===== config.mk =====
export PLATFORM = sky130hd
export DESIGN_NAME = mcr_top
export DESIGN_NICKNAME = d
export VERILOG_FILES = /design/src/logic/mcr_pkg.sv /design/src/logic/mcr_bw_decode.sv /design/src/logic/mcr_top.sv
export SDC_FILE = /design/constraint.sdc
export NUM_CORES = 1
export LEC_CHECK = 0
export ABC_AREA = 1
export BUFFER_PORTS_ARGS = -buffer_cell sky130_fd_sc_hd__buf_2
export CORE_MARGIN = 8
export CORE_UTILIZATION = 25
export CTS_BUF_LIST = sky130_fd_sc_hd__clkbuf_16
export DETAILED_ROUTE_END_ITERATION = 7
export PLACE_DENSITY = 0.53
export SYNTH_ARGS = -nofsm -noshare
export SYNTH_HDL_FRONTEND = slang
export SYNTH_SLANG_ARGS = --single-unit

===== constraint.sdc =====
create_clock -name clk -period 1.4 [get_ports clk]
set_input_delay 0.21 -clock clk [delete_from_list [all_inputs] [get_ports clk]]
set_output_delay 0.21 -clock clk [all_outputs]
set_load 0.05 [all_outputs]

===== src/logic/mcr_pkg.sv =====
// package for the measurement control register block
// assumes a byte-wide register port already decoded from the serial interface
package mcr_pkg;
    localparam logic [7:0] MCR_ADDR          = 8'h3e;
    localparam logic [7:0] MCR_RESET         = 8'h00;
    localparam int         MCR_OR_DIS_BIT    = 7;
    localparam int         MCR_AUTODOZE_BIT  = 6;
    localparam int         MCR_SEQ_HI        = 5;
    localparam int         MCR_SEQ_LO        = 4;
    localparam int         MCR_QUIET_BIT     = 3;
    localparam int         MCR_BW_HI         = 2;
    localparam int         MCR_BW_LO         = 0;
    localparam logic [1:0] MCR_SEQ_DEFAULT   = 2'h0;
    localparam logic [1:0] MCR_SEQ_LINKED    = 2'h1;
    localparam logic [1:0] MCR_SEQ_LOOPED    = 2'h2;
    localparam logic [2:0] MCR_BW_MAX        = 3'h4;
    localparam logic [1:0] MCR_MODE_WAKEUP   = 2'h1;

    // detector arming state, one-hot
    typedef enum logic [1:0] {
        MCR_ARM_ACT   = 2'b01,
        MCR_ARM_STILL = 2'b10
    } mcr_arm_t;
endpackage


===== src/logic/mcr_bw_decode.sv =====
// bandwidth code decoder for the low-pass corner select
// assumes the code arrives straight from the control register
`timescale 1ns/1ns
module mcr_bw_decode
    import mcr_pkg::*;
(
    input  wire logic [2:0] bw_code,
    output logic      [4:0] bw_onehot
);
    // one-hot corner select; undefined codes fall back to the lowest corner
    assign bw_onehot = (bw_code > MCR_BW_MAX) ? 5'h01 : 5'(5'h01 << bw_code);
endmodule


===== src/logic/mcr_top.sv =====
// measurement control register with activity/stillness sequencing
// assumes reg_* strobes are single-cycle and synchronous to clk
//
// Operation
// the register sits at 0x3e, resets to 0x00, all fields read/write, bit 7 disables overrange.
// with auto-doze set, detected stillness forces wake-up mode.
// auto-doze is ignored unless sequencing is linked or looped.
// sequencing 0 runs both detectors at once, events pending until status is read.
// sequencing 1 arms one detector at a time, host acknowledges by reading status.
// sequencing 2 alternates detectors and acknowledges events internally.
// linked or looped applies only when both axis enable sets are all ones.
// the quiet bit selects low-noise operation.
// bits 2:0 pick the four-pole low-pass corner 160 to 2560 Hz.
// in linked or looped sequencing, an event arms the other detector.
`timescale 1ns/1ns
module mcr_top
    import mcr_pkg::*;
(
    input  wire logic       clk,
    input  wire logic       rst_n,
    input  wire logic [7:0] reg_addr,
    input  wire logic       reg_wr,
    input  wire logic [7:0] reg_wdata,
    input  wire logic       reg_rd,
    output logic      [7:0] reg_rdata,
    input  wire logic       status_rd,
    input  wire logic [2:0] motion_axis_enable,
    input  wire logic [2:0] stillness_axis_enable,
    input  wire logic       motion_hit,
    input  wire logic       stillness_hit,
    output logic            motion_armed,
    output logic            stillness_armed,
    output logic            motion_pending,
    output logic            stillness_pending,
    output logic            wakeup_request,
    output logic            overrange_disable,
    output logic            quiet_mode,
    output logic      [4:0] lpf_corner_sel
);
    logic [7:0] measurement_control;
    mcr_arm_t   arm;
    mcr_arm_t   next_arm;

    // field decode
    wire        sel       = (reg_addr == MCR_ADDR);
    wire [1:0]  seq_field = measurement_control[MCR_SEQ_HI:MCR_SEQ_LO];
    wire        axes_all  = (&motion_axis_enable) & (&stillness_axis_enable);
    wire        seq_req   = (seq_field == MCR_SEQ_LINKED) || (seq_field == MCR_SEQ_LOOPED);
    wire        sequenced = seq_req & axes_all;
    wire        looped    = sequenced & (seq_field == MCR_SEQ_LOOPED);
    wire        act_on    = !sequenced || (arm == MCR_ARM_ACT);
    wire        still_on  = !sequenced || (arm == MCR_ARM_STILL);
    wire        act_ev    = act_on & motion_hit;
    wire        still_ev  = still_on & stillness_hit;
    wire        doze      = sequenced & measurement_control[MCR_AUTODOZE_BIT] & still_ev;
    wire [4:0]  bw_sel;

    mcr_bw_decode i_mcr_bw_decode (
        .bw_code   (measurement_control[MCR_BW_HI:MCR_BW_LO]),
        .bw_onehot (bw_sel)
    );

    // arming toggles on each accepted event; default mode parks on activity
    always_comb begin
        next_arm = arm;
        case (arm)
            MCR_ARM_ACT: begin
                if (sequenced && act_ev)
                    next_arm = MCR_ARM_STILL;
            end
            MCR_ARM_STILL: begin
                // default sequencing parks on activity so a later link starts there
                if (!sequenced || still_ev)
                    next_arm = MCR_ARM_ACT;
            end
            default: next_arm = MCR_ARM_ACT;
        endcase
    end

    // register write; plain byte, every bit writable
    always_ff @(posedge clk or negedge rst_n) begin
        if (!rst_n)
            measurement_control <= MCR_RESET;
        else if (reg_wr && sel)
            measurement_control <= reg_wdata;
    end

    always_ff @(posedge clk or negedge rst_n) begin
        if (!rst_n)
            arm <= MCR_ARM_ACT;
        else
            arm <= next_arm;
    end

    // pending flags: event set beats a status-read clear; looped mode never latches
    always_ff @(posedge clk or negedge rst_n) begin
        if (!rst_n) begin
            motion_pending    <= 1'b0;
            stillness_pending <= 1'b0;
        end else begin
            motion_pending    <= !looped & (act_ev | (motion_pending & !status_rd));
            stillness_pending <= !looped & (still_ev | (stillness_pending & !status_rd));
        end
    end

    // registered outputs so the pins never glitch on decode
    always_ff @(posedge clk or negedge rst_n) begin
        if (!rst_n) begin
            reg_rdata         <= 8'h00;
            motion_armed      <= 1'b0;
            stillness_armed   <= 1'b0;
            wakeup_request    <= 1'b0;
            overrange_disable <= 1'b0;
            quiet_mode        <= 1'b0;
            lpf_corner_sel    <= 5'h01;
        end else begin
            reg_rdata         <= (reg_rd && sel) ? measurement_control : 8'h00;
            motion_armed      <= act_on & motion_axis_enable != 3'h0;
            stillness_armed   <= still_on & stillness_axis_enable != 3'h0;
            wakeup_request    <= doze;
            overrange_disable <= measurement_control[MCR_OR_DIS_BIT];
            quiet_mode        <= measurement_control[MCR_QUIET_BIT];
            lpf_corner_sel    <= bw_sel;
        end
    end

    // assertions: register port, reset and the plain copies of the fields
    AST_RESET_VALUE: assert property (@(posedge clk)
        $rose(rst_n) |-> measurement_control == MCR_RESET)
        else $error("register not at reset value");
    AST_WRITE_TAKES: assert property (@(posedge clk) disable iff (!rst_n)
        reg_wr && sel |=> measurement_control == $past(reg_wdata))
        else $error("write not stored");
    AST_WRITE_ONLY: assert property (@(posedge clk) disable iff (!rst_n)
        !(reg_wr && sel) |=> $stable(measurement_control))
        else $error("register changed without a write");
    AST_READ_DATA: assert property (@(posedge clk) disable iff (!rst_n)
        reg_rd && sel |=> reg_rdata == $past(measurement_control))
        else $error("read data does not match register");
    // idle read data stays zero so a host sampling late never sees a stale byte
    AST_READ_IDLE: assert property (@(posedge clk) disable iff (!rst_n)
        !(reg_rd && sel) |=> reg_rdata == 8'h00)
        else $error("read data not zero outside a read");
    AST_OVERRANGE: assert property (@(posedge clk) disable iff (!rst_n)
        ##1 overrange_disable == $past(measurement_control[MCR_OR_DIS_BIT]))
        else $error("overrange flag not followed");
    AST_QUIET: assert property (@(posedge clk) disable iff (!rst_n)
        ##1 quiet_mode == $past(measurement_control[MCR_QUIET_BIT]))
        else $error("quiet bit not followed");

    // assertions: corner select, undefined codes must still give exactly one corner
    AST_BW_ONEHOT: assert property (@(posedge clk) disable iff (!rst_n)
        $onehot(lpf_corner_sel))
        else $error("corner select not one-hot");
    AST_BW_SLOWEST: assert property (@(posedge clk) disable iff (!rst_n)
        measurement_control[MCR_BW_HI:MCR_BW_LO] == 3'h0 |=> lpf_corner_sel == 5'h01)
        else $error("code 0 did not pick the lowest corner");
    AST_BW_FASTEST: assert property (@(posedge clk) disable iff (!rst_n)
        measurement_control[MCR_BW_HI:MCR_BW_LO] == MCR_BW_MAX |=> lpf_corner_sel == 5'h10)
        else $error("top code did not pick the highest corner");

    // assertions: auto-doze
    AST_DOZE: assert property (@(posedge clk) disable iff (!rst_n)
        doze |=> wakeup_request)
        else $error("auto-doze missed");
    AST_NO_DOZE_LOW: assert property (@(posedge clk) disable iff (!rst_n)
        !measurement_control[MCR_AUTODOZE_BIT] |=> !wakeup_request)
        else $error("wake-up asked with auto-doze clear");
    // the arming leaves stillness at once, so one stillness event gives one pulse
    AST_WAKE_PULSE: assert property (@(posedge clk) disable iff (!rst_n)
        wakeup_request |=> !wakeup_request)
        else $error("wake-up request longer than one cycle");
    AST_NO_DOZE_DEFAULT: assert property (@(posedge clk) disable iff (!rst_n)
        !sequenced |=> !wakeup_request)
        else $error("doze in default mode");
    AST_WAKE_CAUSE: assert property (@(posedge clk) disable iff (!rst_n)
        wakeup_request |-> $past(sequenced))
        else $error("wake-up asked outside linked or looped sequencing");

    // assertions: detectors, arming and pending flags
    AST_DEFAULT_BOTH: assert property (@(posedge clk) disable iff (!rst_n)
        !sequenced |-> act_on && still_on)
        else $error("default mode lost a detector");
    AST_STILL_ARMED: assert property (@(posedge clk) disable iff (!rst_n)
        !sequenced && stillness_axis_enable != 3'h0 |=> stillness_armed)
        else $error("stillness detector not armed in default sequencing");
    AST_SET_WINS: assert property (@(posedge clk) disable iff (!rst_n)
        act_ev && !looped |=> motion_pending)
        else $error("motion event lost");
    AST_STATUS_CLEAR: assert property (@(posedge clk) disable iff (!rst_n)
        status_rd && !act_ev |=> !motion_pending)
        else $error("status read did not clear motion pending");
    AST_HOLD_STILL: assert property (@(posedge clk) disable iff (!rst_n)
        stillness_pending && !status_rd && !looped |=> stillness_pending)
        else $error("stillness pending dropped without status read");
    AST_HOLD_PENDING: assert property (@(posedge clk) disable iff (!rst_n)
        motion_pending && !status_rd && !looped |=> motion_pending)
        else $error("pending dropped without status read");
    AST_ARMED_OUT: assert property (@(posedge clk) disable iff (!rst_n)
        sequenced && arm == MCR_ARM_STILL |=> !motion_armed)
        else $error("motion detector armed while stillness holds the turn");
    AST_LOOP_ACK: assert property (@(posedge clk) disable iff (!rst_n)
        looped |=> !stillness_pending)
        else $error("looped mode latched an event");
    AST_LOOP_ACK_MOTION: assert property (@(posedge clk) disable iff (!rst_n)
        looped |=> !motion_pending)
        else $error("looped mode latched a motion event");
    AST_ONE_ARMED: assert property (@(posedge clk) disable iff (!rst_n)
        sequenced |-> act_on != still_on)
        else $error("two detectors armed in sequence");
    AST_SWAP: assert property (@(posedge clk) disable iff (!rst_n)
        sequenced && arm == MCR_ARM_ACT && act_ev |=> arm == MCR_ARM_STILL)
        else $error("arming did not swap");
    AST_SWAP_BACK: assert property (@(posedge clk) disable iff (!rst_n)
        sequenced && arm == MCR_ARM_STILL && still_ev |=> arm == MCR_ARM_ACT)
        else $error("arming did not swap back");
    AST_ARM_ONEHOT: assert property (@(posedge clk) disable iff (!rst_n)
        $onehot(arm))
        else $error("arming state not one-hot");

    // cover: the main scenarios the bench walks through
    COV_LINKED: cover property (@(posedge clk) sequenced && !looped && act_ev);
    COV_LOOPED: cover property (@(posedge clk) looped && still_ev);
    COV_DOZE:   cover property (@(posedge clk) doze);
    COV_STATUS_ACK: cover property (@(posedge clk) !sequenced && stillness_pending && status_rd);
    COV_PARTIAL_AXES: cover property (@(posedge clk) seq_req && !axes_all && still_ev);
endmodule


## Word-level counts from Yosys, hierarchy flattened

Cells that the tools add are included.

| cells by class | value |
|---|---|
| add/subtract/negate cells | 0 |
| multiply operators | 0 |
| divide/modulo/power cells | 0 |
| magnitude comparators | 1 |
| equal/unequal tests | 7 |
| shift-type cells | 1 |
| mux-type cells | 5 |
| bitwise logic cells | 15 |
| reduce and logical (&&, ||, !) cells | 15 |

Operator list:

| kind | count |
|---|---|
| AND 1 bit | 13 |
| equality test 8 x 6 -> 1 bit, second input constant | 1 |
| 2-to-1 mux 8 bit | 1 |
| AND reduction 3 bit | 2 |
| nonzero test 3 bit | 2 |
| 2-to-1 mux 5 bit | 1 |
| << shifter 1 x 3 -> 5 bit, first input constant | 1 |
| equality test 2 x 1 -> 1 bit, second input constant | 2 |
| equality test 2 bit, second input constant | 2 |
| logical OR 1 bit | 4 |
| 2-to-1 mux 2 bit | 2 |
| inequality test 2 x 1 -> 1 bit, second input constant | 2 |
| one-hot mux 2 bit (2 select lines) | 1 |
| greater-than comparator 3 bit, second input constant | 1 |
| logical AND 1 bit | 3 |
| logical NOT 1 bit | 3 |
| OR 1 bit | 2 |
| AND reduction 2 bit | 1 |

| storage, ports and cells | value |
|---|---|
| flip-flop bits (word level) | 30 |
| latch bits | 0 |
| RAM bits | 0 |
| bits in read-only memories | 0 |
| input bits | 29 |
| word-level logic and storage cells | 55 |
| memories | 0 |

## Depth between registers and ports, before layout

| logic depth | value |
|---|---|
| depth in word-level cells | 9 |
| gate-level depth with buffers | 7 |
| gate-level depth less buffers | 7 |

## Modules after synthesis

A second synthesis with hierarchy kept.

| second synthesis, totals | value |
|---|---|
| cells, all modules | 126 |
| area total of the unflattened synthesis | 1,238.7 um^2 |

By module, submodules not included:

| module | instances | cells each | area each (um^2) | seq. area each (um^2) |
|---|---|---|---|---|
| mcr_top | 1 | 112 | 1,168.6 | 753.2 |
| mcr_bw_decode | 1 | 14 | 70.1 | 0.0 |

## Worst setup path after synthesis

No wires, ideal clock.

| path | value |
|---|---|
| kind | register to register |
| from | register measurement_control[4] |
| to | register motion_pending |
| library setup time | 0.122 ns |
| arrival time | 1.116 ns |
| required time | 1.278 ns |
| slack | 0.162 ns |
| stages on the path, launching flop included | 7 |
| path buffers | 0 |
| cells stage by stage | dfrtp_1 inv_1 ha_1 nor2_1 nand2_1 nor2_1 a21oi_1 |

| on the way | value |
|---|---|
| cells in the longest elaborated chain, start to end | 8 |
| elaborated cells on any way between the ends | 11 |

RTL lines:

| what | RTL line | text |
|---|---|---|
| start: declaration | mcr_top.sv:40 | `logic [7:0] measurement_control;` |
| start signal: assignment | mcr_top.sv:85 | `measurement_control <= reg_wdata;` |
| equality test 2 x 1 -> 1 bit or equality test 2 bit (tied branches) | mcr_top.sv:48, mcr_top.sv:50 |  |
| logical OR 1 bit | mcr_top.sv:48 | `wire seq_req = (seq_field == MCR_SEQ_LINKED) \|\| (seq_field == MCR_SEQ_LOOPED);` |
| AND 1 bit | mcr_top.sv:49 | `wire sequenced = seq_req & axes_all;` |
| logical NOT 1 bit | mcr_top.sv:51 | `wire act_on = !sequenced \|\| (arm == MCR_ARM_ACT);` |
| logical OR 1 bit | mcr_top.sv:51 |  |
| AND 1 bit | mcr_top.sv:53 | `wire act_ev = act_on & motion_hit;` |
| OR 1 bit | mcr_top.sv:101 | `motion_pending <= !looped & (act_ev \| (motion_pending & !status_rd));` |
| AND 1 bit (*) | mcr_top.sv:101 |  |
| end signal: assignment | mcr_top.sv:101 |  |
| end: declaration | mcr_top.sv:33 | `output logic motion_pending,` |

Mark *: on every way between the ends. The rest lies on a longest branch, timed or not.
A chain may end at the register's enable or synchronous reset.

## Worst setup path in the final report

Same ends and word-level chain as after synthesis.

==> metrics.txt <==
status=finished clean; synthesis-to-layout area growth=39.7%; first-pass GRT wire length=4520 um; CP max stage cell=dfrtp_1; HP Start=stillness_axis_enable[0]; Initial Util=25.7%; FF-to-FF setup slack=120 ps; WHS=156 ps; CP bufs+invs=1; Die X=85.4 um; Wirelength per Cell=11.8 um; sequential share of the synthesized area=62.6%; Peak VDD IR=0.525 mV; slowest cell delay on critical path=340 ps; Tot GR Track Use=7.95%; period utilization=91.2%; dominant cell type by area after synthesis=dfrtp_1; pin count of the biggest net entering global routing=31; crit-path leading delay family=simple AND/OR/NAND/NOR gates; overall power=0.00223 W; Syn Inst Count=120; initial antenna violation count=0; #FFs+latches synth=30; cells on worst reg2reg path=6; instance count on the critical path=6; Hold Vio Cnt, Final=0; Synthesized Nets=152; Iter 0 DRT Violations=33; ant diodes=0; Final min period=1280 ps; vias per cell=4.18; Detailed Routing Iterations Pass 1=4; Reg2Reg Launch Point=measurement_control[4]$_DFFE_PN0P_; Max Freq=0.784 GHz; layout cells sized above 1=36.0%; CP arrival=1430 ps; CTS max path bufs=2; P_leak=0.893 nW; Max-slew headroom=56.6%; H-tree levels=2; Inserted Clock Buffers=5; setup TNS=0 ps; clk sinks=30; final setup vio count=0; worst hold path class=input port to flop; Die Y=85.4 um; Avg Inst Size Synth=10.0 um^2; most common cell after layout, fill and taps aside=buf_2; synthesized area=1200 um^2; CTS Root Cell=clkbuf_16; setup bufs post-CTS=0; CTS tree=yes; nets@finish=209; Distinct cells, synth=16; vias=970; DR DRC count=0; FF-to-FF End=motion_pending$_DFF_PN0_; Min-Delay Endpoint=stillness_armed$_DFF_PN0_; top cell type's share of synthesized area=58.2%; CP required=1550 ps; Congestion Overflow GR=0; I/O pins=49; CP Class=flop to flop; crit-path max FO=5; nature of the critical path endpoint=flop; # Max-Cap Violations=0; row count=25; Filler cells=482; crit path launch type=flop; power per cell area=1330 nW/um^2; actual slew at the worst max-slew pin=652 ps; GPL Wtd Cong=0.762; Slew Viols, Final=0; Clock Pin Slew Worst Setup and Hold Paths=50 ps; detailed placer's ending HPWL=2120 um; Routed Antenna Nets=0; RSZ-0062 raised after global routing=false; port bufs=48; clock skew=4.21 ps; main area contributors after synthesis=dfrtp_1, nand2_1, inv_1; vias in the first global route=1029; die area=7290 um^2; Synth warnings=0; clk_lat worst skew=270 ps; Post-Route WL=2740 um; most frequent cells in the layout=buf_2, nand2_1, dfrtp_1, inv_1, nor2_1; hold depth=3; Core ar.=4690 um^2; worst-path cell chain=inv_1 > ha_1 > nor2_4 > nand2_1 > nor2_1 > a21oi_1
-- tightest hold or removal path: stages --
cell and delay (ps):
buf_2 90, o31ai_1 60, inv_1 40
-- cell families (layout without fill, tap and decap cells) --
group           count (synthesis)  count (layout)  share of synthesized area [%]
simple gates                   64              64                           26.3
flops                          30              30                           62.6
buf+inv                        19              77                           5.92
compound gates                  4               4                           2.08
fa+ha+maj                       3               3                           3.12
-- power by group --
| part | total (W) | internal, W | switching [W] |
|---|---|---|---|
| sequential | 0.000961 | 0.000931 | 0.0000305 |
| clock | 0.00100 | 0.000646 | 0.000357 |
| combinational | 0.000270 | 0.0000874 | 0.000182 |
-- state kept, by name, indices dropped and copies added, names as in the netlist --
| signal | flops |
|---|---|
| measurement_control | 8 |
| reg_rdata | 8 |
| lpf_corner_sel | 5 |
| arm | 2 |
| motion_armed | 1 |
| motion_pending | 1 |
| overrange_disable | 1 |
| quiet_mode | 1 |
| stillness_armed | 1 |
| stillness_pending | 1 |
| wakeup_request | 1 |
-- worst max-delay path by stage --
stage                     slack, ps                               start                          end
final                           120  measurement_control[4]$_DFFE_PN0P_     motion_pending$_DFF_PN0_
after global routing              3  measurement_control[4]$_DFFE_PN0P_     motion_pending$_DFF_PN0_
after CTS                        30  measurement_control[4]$_DFFE_PN0P_  stillness_pending$_DFF_PN0_
after detailed placement         40  measurement_control[4]$_DFFE_PN0P_  stillness_pending$_DFF_PN0_
after global placement           70  measurement_control[4]$_DFFE_PN0P_  stillness_pending$_DFF_PN0_
after floorplan                 160  measurement_control[4]$_DFFE_PN0P_     motion_pending$_DFF_PN0_
-- cells in the mapped netlist --
cell and count:
dfrtp_1 28, nor4_1 3, nor3b_4 1, nand4_1 9, nor3_4 1, nor3_1 1, inv_1 18, nand3_2 2
o31ai_1 2, buf_1 1, nand2_1 30, a21oi_1 2, nand3_1 4, nor2_1 13, ha_1 3, dfstp_2 2
-- routing by layer --
layer / vias up / global-route usage [%] / wire length, um
li1: 507 / - / -
met1: 427 / 8.50 / 1200
met2: 32 / 12.4 / 1280
met3: 4 / 3.09 / 201
met4: 0 / 6.21 / 59
met5: - / 0 / 0
-- final cells by class --
cell class	instances	area, um^2	share of cell area (%)
Inverter	18	67.6	4.02
Timing Repair Buffer	51	265	15.8
Multi-Input combinational cell	71	387	23.0
Clock inverter	3	16.3	0.967
Clock buffer	5	125	7.44
Tap cell	54	67.6	4.02
Sequential cell	30	753	44.8
-- timing repair --
item                                    CTS  global route
hold endpoints to repair                 28             0
gates resized for setup                   0             2
hold buffers                              1             0
endpoints found under the setup margin    0             7
-- stage by stage --
step | area [um^2] | worst slack (ps) | util [%] | instances
2_1_floorplan | 1200 | 162 | - | 120
6_report | 1680 | 124 | 35.8 | 232
4_1_cts | 1670 | 27.7 | 35.7 | 232
3_3_place_gp | 1520 | 72.5 | 32.5 | 223
3_5_place_dp | 1520 | 43.7 | 32.5 | 223
5_1_grt | 1680 | 3.12 | 35.8 | 232
Note: power is estimated with default switching activity, not from simulation.
